==> src/slot_mapper_defines.vh <==
`ifndef SLOT_MAPPER_DEFINES_VH
`define SLOT_MAPPER_DEFINES_VH

// ********************************************************************
// Slot numbering
// ********************************************************************
`define ACCESS_POINT_SLOT 4'h0
`define ACCESS_POINT_SUBSLOT 4'h1
`define NUM_DATA_SLOTS 9
`define FIRST_INT_IN_SLOT 4'h1
`define LAST_INT_IN_SLOT 4'h3
`define FIRST_FLT_IN_SLOT 4'h4
`define LAST_FLT_IN_SLOT 4'h6
`define FIRST_INT_OUT_SLOT 4'h7
`define LAST_INT_OUT_SLOT 4'h9

// ********************************************************************
// Module identifiers, base of each family, low two bits pick size
// ********************************************************************
`define MOD_ID_INT_IN_BASE 8'h30
`define MOD_ID_FLT_IN_BASE 8'h34
`define MOD_ID_INT_OUT_BASE 8'h40
`define MOD_ID_EMPTY 8'h00

// ********************************************************************
// Sizes in local registers (two bytes each) by size code
// ********************************************************************
`define REGS_SIZE0 16'h0100
`define REGS_SIZE1 16'h0080
`define REGS_SIZE2 16'h0040
`define REGS_SIZE3 16'h0020

// ********************************************************************
// Local register start numbers per family
// ********************************************************************
`define INT_IN_START 16'h0001
`define FLT_IN_START 16'h03E9
`define INT_OUT_START 16'h1389

`endif

==> src/module_id_check.v <==
`timescale 1ns/1ps

// ********************************************************************
// Checks a plugged module identifier against its slot
// ********************************************************************
`include "slot_mapper_defines.vh"

module module_id_check (
   input wire [3:0] slot,
   input wire [7:0] mod_id,
   output reg ok,
   output reg [1:0] size_code
);

   reg [7:0] base;

   // Family base follows the slot range; slot 0 and above 9 take none
   always @* begin
      base = `MOD_ID_EMPTY;
      size_code = mod_id[1:0];
      if (slot >= `FIRST_INT_IN_SLOT && slot <= `LAST_INT_IN_SLOT) begin
         base = `MOD_ID_INT_IN_BASE;
      end else if (slot >= `FIRST_FLT_IN_SLOT &&
                   slot <= `LAST_FLT_IN_SLOT) begin
         base = `MOD_ID_FLT_IN_BASE;
      end else if (slot >= `FIRST_INT_OUT_SLOT &&
                   slot <= `LAST_INT_OUT_SLOT) begin
         base = `MOD_ID_INT_OUT_BASE;
      end
      // Access point slot never takes data modules
      ok = (base != `MOD_ID_EMPTY) &&
           ({mod_id[7:2], 2'b00} == base);
   end

endmodule // module_id_check

==> src/regs_of_size.v <==
`timescale 1ns/1ps

// ********************************************************************
// Module size code to count of two-byte local registers
// ********************************************************************
`include "slot_mapper_defines.vh"

module regs_of_size (
   input wire [1:0] size_code,
   output reg [15:0] regs
);

   // 512, 256, 128, 64 bytes; two bytes per register
   always @* begin
      case (size_code)
         2'h0: regs = `REGS_SIZE0;
         2'h1: regs = `REGS_SIZE1;
         2'h2: regs = `REGS_SIZE2;
         2'h3: regs = `REGS_SIZE3;
         default: regs = `REGS_SIZE0;
      endcase
   end

endmodule // regs_of_size

==> src/process_data_slot_mapper.v <==
`timescale 1ns/1ps

`include "slot_mapper_defines.vh"

// Contract
// - Slot 0 subslot 1 is access point only
// - Exactly nine process data slots
// - Module sizes 64, 128, 256, 512 bytes
// - Each local register is two bytes
// - Slots 1-3 integer inputs, ids 0x30-0x33
// - Slots 4-6 float inputs, ids 0x34-0x37
// - Slots 7-9 integer outputs, ids 0x40-0x43
// - Integer inputs read from registers each cycle; the code reads them only on each IN_REQ
// - Outputs written to registers from 5001
// - Integer inputs packed from register 1
// - Floats from two registers, from 1001
// - Network address only from controller once enabled
module process_data_slot_mapper #(
   parameter NSLOT = `NUM_DATA_SLOTS,
   parameter RW = 16
) (
   input wire CLK,
   input wire RST,
   // Configuration of one slot by the controller
   input wire CFG_VALID,
   input wire [3:0] CFG_SLOT,
   input wire [3:0] CFG_SUBSLOT,
   input wire [7:0] CFG_MOD_ID,
   output wire CFG_READY,
   output reg CFG_ACCEPT,
   output reg CFG_REJECT,
   output reg [NSLOT-1:0] SLOT_BAD,
   output reg [NSLOT-1:0] SLOT_PLUGGED,
   // Input data request: slot and word index within module
   input wire IN_REQ,
   input wire [3:0] IN_SLOT,
   input wire [7:0] IN_INDEX,
   output reg IN_ACK,
   output reg IN_ERR,
   output reg [31:0] IN_DATA,
   // Local register read port, one cycle latency
   output wire LR_RD_EN,
   output wire [15:0] LR_RD_ADDR,
   input wire [RW-1:0] LR_RD_DATA,
   // Output data from controller, one register per beat
   input wire OUT_VALID,
   input wire [3:0] OUT_SLOT,
   input wire [7:0] OUT_INDEX,
   input wire [RW-1:0] OUT_DATA,
   output wire OUT_READY,
   output reg OUT_ERR,
   // Local register write port
   output reg LR_WR_EN,
   output reg [15:0] LR_WR_ADDR,
   output reg [RW-1:0] LR_WR_DATA,
   // Network address
   input wire PROTO_EN,
   input wire LOCAL_ADDR_VALID,
   input wire [31:0] LOCAL_ADDR,
   input wire CTRL_ADDR_VALID,
   input wire [31:0] CTRL_ADDR,
   output reg [31:0] NET_ADDR
);

   // *****************************************************************
   // Slot table
   // *****************************************************************
   // Size codes outlive an unplug; they still set the packing
   reg [1:0] size_r [0:NSLOT-1];
   wire id_ok;
   wire [1:0] id_size;
   wire [3:0] idx;
   integer i;
   integer j;

   module_id_check u_chk (
      .slot(CFG_SLOT),
      .mod_id(CFG_MOD_ID),
      .ok(id_ok),
      .size_code(id_size)
   );

   // Slot number 1..9 to table index 0..8
   function [3:0] slot_idx;
      input [3:0] s;
      begin
         slot_idx = s - 4'h1;
      end
   endfunction

   // True for a process data slot 1..9
   function in_range;
      input [3:0] s;
      begin
         in_range = (s >= 4'h1) && (s <= NSLOT);
      end
   endfunction

   // Subslot is not decoded: slot 0 is refused whatever its subslot
   assign CFG_READY = 1'b1;
   // Index is out of range for slot 0 and above 9; only used in range
   assign idx = slot_idx(CFG_SLOT);

   // *****************************************************************
   // Plug handling
   // *****************************************************************
   // Plug or refuse modules; the access point is never a data slot
   // A refused plug also unplugs the slot, so stale data cannot flow
   always @(posedge CLK) begin
      CFG_ACCEPT <= 1'b0;
      CFG_REJECT <= 1'b0;
      if (RST) begin
         SLOT_BAD <= {NSLOT{1'b0}};
         SLOT_PLUGGED <= {NSLOT{1'b0}};
         for (i = 0; i < NSLOT; i = i + 1) begin
            size_r[i] <= 2'h0;
         end
      end else if (CFG_VALID) begin
         if (CFG_SLOT == `ACCESS_POINT_SLOT) begin
            CFG_REJECT <= 1'b1;
         end else if (!in_range(CFG_SLOT)) begin
            CFG_REJECT <= 1'b1;
         end else if (id_ok) begin
            CFG_ACCEPT <= 1'b1;
            SLOT_PLUGGED[idx] <= 1'b1;
            SLOT_BAD[idx] <= 1'b0;
            size_r[idx] <= id_size;
         end else begin
            CFG_REJECT <= 1'b1;
            SLOT_PLUGGED[idx] <= 1'b0;
            SLOT_BAD[idx] <= 1'b1;
         end
      end
   end

   // *****************************************************************
   // Register base of each slot, packed by configured sizes
   // *****************************************************************
   wire [15:0] regs [0:NSLOT-1];
   reg [15:0] base [0:NSLOT-1];
   genvar g;

   generate
      for (g = 0; g < NSLOT; g = g + 1) begin : g_sz
         regs_of_size u_sz (
            .size_code(size_r[g]),
            .regs(regs[g])
         );
      end
   endgenerate

   // Each family starts at its own register; slots pack back to back
   // Unplugged slots keep their stored size, so unplugging one
   // never moves the data of its neighbours
   always @* begin
      for (j = 0; j < NSLOT; j = j + 1) begin
         if (j == 0) begin
            base[j] = `INT_IN_START;
         end else if (j == 3) begin
            base[j] = `FLT_IN_START;
         end else if (j == 6) begin
            base[j] = `INT_OUT_START;
         end else begin
            base[j] = base[j-1] + regs[j-1];
         end
      end
   end

   // *****************************************************************
   // Input path: integer one register, float two registers
   // *****************************************************************
   // One-hot states; the second read state is taken by floats only
   localparam S_IDLE = 4'b0001;
   localparam S_RD0 = 4'b0010;
   localparam S_RD1 = 4'b0100;
   localparam S_DONE = 4'b1000;

   reg [3:0] st_r;
   reg [15:0] addr_r;
   reg is_flt_r;
   reg [RW-1:0] hi_r;
   wire [3:0] iidx;
   wire in_flt;
   wire in_int;
   wire [15:0] limit;
   wire [15:0] word_off;

   assign iidx = slot_idx(IN_SLOT);
   assign in_int = (IN_SLOT >= `FIRST_INT_IN_SLOT) &&
                   (IN_SLOT <= `LAST_INT_IN_SLOT);
   assign in_flt = (IN_SLOT >= `FIRST_FLT_IN_SLOT) &&
                   (IN_SLOT <= `LAST_FLT_IN_SLOT);
   // Limit counts registers; non-input slots give zero
   assign limit = (in_int || in_flt) ? regs[iidx] : 16'h0000;
   // A float occupies two registers, so its index is doubled
   assign word_off = in_flt ? {7'h00, IN_INDEX, 1'b0}
                            : {8'h00, IN_INDEX};
   assign LR_RD_EN = (st_r == S_RD0) || (st_r == S_RD1);
   assign LR_RD_ADDR = addr_r;

   // Integer words read fresh on every exchange request
   // A request while busy is dropped; the controller waits for ACK
   always @(posedge CLK) begin
      if (RST) begin
         st_r <= S_IDLE;
         addr_r <= 16'h0000;
         is_flt_r <= 1'b0;
         hi_r <= {RW{1'b0}};
         IN_ACK <= 1'b0;
         IN_ERR <= 1'b0;
         IN_DATA <= 32'h00000000;
      end else begin
         IN_ACK <= 1'b0;
         IN_ERR <= 1'b0;
         case (st_r)
            S_IDLE: begin
               if (IN_REQ) begin
                  if ((in_int || in_flt) && SLOT_PLUGGED[iidx] &&
                      word_off < limit) begin
                     addr_r <= base[iidx] + word_off;
                     is_flt_r <= in_flt;
                     st_r <= S_RD0;
                  end else begin
                     IN_ACK <= 1'b1;
                     IN_ERR <= 1'b1;
                  end
               end
            end
            S_RD0: begin
               if (is_flt_r) begin
                  addr_r <= addr_r + 16'h0001;
                  st_r <= S_RD1;
               end else begin
                  st_r <= S_DONE;
               end
            end
            S_RD1: begin
               hi_r <= LR_RD_DATA; // First register is the high half
               st_r <= S_DONE;
            end
            S_DONE: begin
               IN_ACK <= 1'b1;
               if (is_flt_r) begin
                  IN_DATA <= {hi_r, LR_RD_DATA};
               end else begin
                  IN_DATA <= {16'h0000, LR_RD_DATA};
               end
               st_r <= S_IDLE;
            end
            default: st_r <= S_IDLE;
         endcase
      end
   end

   // *****************************************************************
   // Output path: controller data into local registers
   // *****************************************************************
   wire [3:0] oidx;
   wire out_ok;

   assign oidx = slot_idx(OUT_SLOT);
   assign out_ok = (OUT_SLOT >= `FIRST_INT_OUT_SLOT) &&
                   (OUT_SLOT <= `LAST_INT_OUT_SLOT) &&
                   SLOT_PLUGGED[oidx] &&
                   ({8'h00, OUT_INDEX} < regs[oidx]);
   assign OUT_READY = 1'b1;

   // Bad beats are dropped and flagged rather than stored
   // The store must take the write in the cycle it is shown
   always @(posedge CLK) begin
      if (RST) begin
         LR_WR_EN <= 1'b0;
         LR_WR_ADDR <= 16'h0000;
         LR_WR_DATA <= {RW{1'b0}};
         OUT_ERR <= 1'b0;
      end else begin
         LR_WR_EN <= OUT_VALID && out_ok;
         OUT_ERR <= OUT_VALID && !out_ok;
         if (OUT_VALID && out_ok) begin
            LR_WR_ADDR <= base[oidx] + {8'h00, OUT_INDEX};
            LR_WR_DATA <= OUT_DATA;
         end
      end
   end

   // *****************************************************************
   // Network address source
   // *****************************************************************
   // Local settings lose all say once the protocol is on
   // The last address stands until a strobe of the live source
   always @(posedge CLK) begin
      if (RST) begin
         NET_ADDR <= 32'h00000000;
      end else if (PROTO_EN) begin
         if (CTRL_ADDR_VALID) begin
            NET_ADDR <= CTRL_ADDR;
         end
      end else if (LOCAL_ADDR_VALID) begin
         NET_ADDR <= LOCAL_ADDR;
      end
   end

endmodule // process_data_slot_mapper

==> config.mk <==
export PLATFORM = sky130hd
export DESIGN_NAME = process_data_slot_mapper
export DESIGN_NICKNAME = d
export VERILOG_FILES = /design/src/module_id_check.v /design/src/regs_of_size.v /design/src/process_data_slot_mapper.v
export VERILOG_INCLUDE_DIRS = /design/src
export SDC_FILE = /design/constraint.sdc
export NUM_CORES = 1
export LEC_CHECK = 0
export CORE_ASPECT_RATIO = 1.2
export CORE_MARGIN = 3
export CORE_UTILIZATION = 60
export CTS_BUF_LIST = sky130_fd_sc_hd__clkbuf_8 sky130_fd_sc_hd__clkbuf_16
export DETAILED_ROUTE_END_ITERATION = 8
export DONT_BUFFER_PORTS = 1
export PLACE_DENSITY = 0.76
export SLEW_MARGIN = 10
export SYNTH_ARGS = -nofsm -noshare
export SYNTH_HDL_FRONTEND = slang
export SYNTH_SLANG_ARGS = --single-unit
export TNS_END_PERCENT = 5
==> constraint.sdc <==
create_clock -name CLK -period 8.8 [get_ports CLK]
set_input_delay 1.32 -clock CLK [delete_from_list [all_inputs] [get_ports CLK]]
set_output_delay 1.32 -clock CLK [all_outputs]
set_load 0.03 [all_outputs]
==> flow_summary_export.csv <==
group,metric,value,unit
place,hpwl,19900,um
global_route,track_usage,27.7,%
worst_setup_path,startpoint_type,"input port",
clock_network,cts_resized,0,
clock_network,cts_buffers,17,
clock_network,cts_buffer_depth,2,
clock_network,h-tree-depth,4,
sta,holdWs,457,ps
floorplanning,ios,283,
route,drc,0,
power_and_ir_drop,p_leak,0.00398,uW
route,route.antenna.remaining_nets,0,
route,via_count,8760,
power_and_ir_drop,ir_worst_vdd,0.120,mV
yosys,syn_area,10100,sq um
layout,layout.nets,1363,
sta,worst_pin_slew,1080,ps
layout,multi_input_comb_area,5960,sq um
clock_network,cts_root_buffer,"clkbuf_16",
sta,slew_headroom,28.0,%
sta,fmaxAchievable,183,MHz
floorplanning,core_area,16300,sq um
sta,fin_setup_tns,0,ps
yosys,async_flop_share,0,%
floorplanning,die_area,18400,sq um
clock_network,clkTransAtPathRegs,70,ps
yosys,synth_edf_count,18,
place,placed_area,10000,sq um
min_path,worstHoldPathType,"reg2reg",
global_route,grt_pass1_wl,41500,um
clock_network,holdBufCountCts,0,
worst_setup_path,critPathKind,"in2reg",
place,place_congestion,0.969,
route,wirelength,26900,um
yosys,syn_area_per_cell,8.21,sq um
global_route,grt_max_degree,144,
floorplanning,initial_core_util,61.7,%
sta,rsz0062_at_grt,"no",
sta,finClkSkew,14.2,ps
sta,hold_viol,0,
layout,syn2layout_area_growth,5.22,%
layout,final_area,10600,sq um
sta,finalSetupViolCount,0,
worst_setup_path,cp.required,9150,ps
yosys,synthFlopType,"dfxtp_1",
sta,drv_slew,0,
clock_network,clk-insertion-delay-late,420,ps
layout,drive_above_1_share,7.41,%
layout,ff_latch_area,3640,sq um
floorplanning,rows,51,
place,port_buffers,0,
power_and_ir_drop,p_total,1900,uW
route,wl_per_cell,19.2,um
yosys,ys_warn_count,0,
yosys,synth_seq_cells,173,
global_route,antenna_found_initial,1,
route,drt-pass1-iter-count,6,
route,drt-initial-drc-count,854,
flow_run,drv_cap,0,
global_route,grt_pass1_vias,7965,
worst_setup_path,end_kind,"flip-flop",
floorplanning,die_w,124,um
clock_network,postCtsSetupRepairBufs,0,
clock_network,clock-sinks,173,
worst_setup_path,crit_fanout,34,
sta,final.setup.worst_slack,3350,ps
sta,fin_crit,5450,ps
yosys,synth.distinct_cells,93,
sta,fin_crit_sh,61.9,%
yosys,syn_inst,1229,
floorplanning,die_h,148,um
clock_network,cts_tree,"yes",
route,vias_per_cell,6.25,
power_and_ir_drop,pwr_density_cell,179,nW/um^2
status,status,"completed",
worst_setup_path,cp.arrival,5800,ps
layout,fillers,1482,
yosys,ys_seq_area_share,36.1,%
global_route,overflow,0,
place,place_ws,3010,ps
[routing by layer]
| metal | part of all wire, % | vias to the layer above | global-route usage, % |
|---|---|---|---|
| met4 | 4.4 | 0 | 13.4 |
| met2 | 49 | 395 | 46.4 |
| met1 | 39 | 4031 | 33.0 |
| met3 | 8.2 | 76 | 7.34 |
| met5 | 0 | - | 0 |
| li1 | - | 4258 | - |
[kinds of logic after synthesis]
logic type      count (synthesis)  share of synthesized area [%]
simple gates                  495                           23.1
compound gates                317                           20.3
flops                         173                           36.1
buf+inv                       112                           4.84
mux                            58                           7.46
fa+ha+maj                      44                           5.68
xor+xnor                       28                           2.43
other cells                     2                         0.0745
[critical path: stages]
cell and delay, ps:
clkinv_1 230, ha_1 310, inv_1 50, ha_1 590
clkinv_1 460, a211o_1 330, o211ai_1 90, o21ai_0 140
a21oi_1 170, ha_1 240, o211ai_1 220, o2bb2ai_1 150
a31o_2 170, nand4_1 260, nor2_4 660, nand3_1 200
a21oi_1 190
[cell usage in the layout, fill, tap and decap left out, types with 5 or more instances in the layout]
cell type	Yosys	routed
nand2_1	176	176
dfxtp_1	155	155
nor2_1	149	149
a21oi_1	119	119
o21ai_0	49	49
a211oi_1	43	43
mux2i_1	41	41
ha_1	41	41
inv_1	29	29
nand2b_1	28	28
nand3_1	26	26
nor3_1	24	24
nor2b_1	19	19
edfxtp_1	18	18
clkbuf_16	0	17
xnor2_1	16	16
a22o_1	16	16
mux4_2	12	12
xor2_1	12	12
nand4_1	9	9
a31oi_1	9	9
a21o_1	9	9
and3_1	8	8
and2_1	7	7
or2_2	7	7
nand3b_1	7	7
or3_1	6	6
o21ai_1	6	6
buf_4	5	6
o22ai_1	5	5
[through the flow]
stage                     cells  util [%]
after CTS                  1400      64.9
after detailed placement   1368      61.4
after floorplan            1231         -
final                      1401      65.0
after global placement     1368      61.4
after global routing       1401      65.0
[where the power goes]
group,internal (uW),switching (uW),leakage (uW)
clock,377,349,0.000276
combinational,121,172,0.00227
sequential,818,57.6,0.00143
total,1320,579,0.00398
[cells in the mapped netlist, drive strengths merged, types with 19 or more instances]
library cell  count  area share, %
nand2           176            6.6
dfxtp           155             31
nor2            151            5.7
a21oi           120            6.0
o21ai            56            2.9
clkbuf           48            1.8
a211oi           44            3.3
ha               41            5.1
mux2i            41            4.1
buf              33            1.9
inv              29            1.1
nand2b           28            1.7
nand3            26            1.3
nor3             26            1.5
nor2b            19            1.2
[state kept, by name, indices dropped and copies added (netlist names), 4 cells and up]
name / flops
size_r: 18
LR_RD_ADDR: 16
LR_WR_ADDR: 14
SLOT_PLUGGED: 9
IN_DATA: 32
hi_r: 16
NET_ADDR: 32
st_r: 4
LR_WR_DATA: 16
SLOT_BAD: 9
[worst paths after layout]
path / end / slack, ps / startpoint / cells past startpoint
worst max-delay path: LR_WR_ADDR[10] / 3350 / OUT_SLOT[0] / 17
worst min register to register: hi_r[3] / 460 / hi_r[3] / 2
worst max register to register: LR_RD_ADDR[10] / 4790 / size_r[3][1] / 18
worst min-delay path: hi_r[3] / 460 / hi_r[3] / 2
[area by class of cell]
class                      instances  share of cell area [%]
inverter                          31                    1.10
sequential                       173                    34.3
tap                              212                    2.50
clock buffer                      17                    4.01
multi-input combinational        946                    56.2
timing repair buffer               6                   0.424
antenna                            1                  0.0236
clock inverter                    15                    1.44
Note: power is estimated with default switching activity, not from simulation.
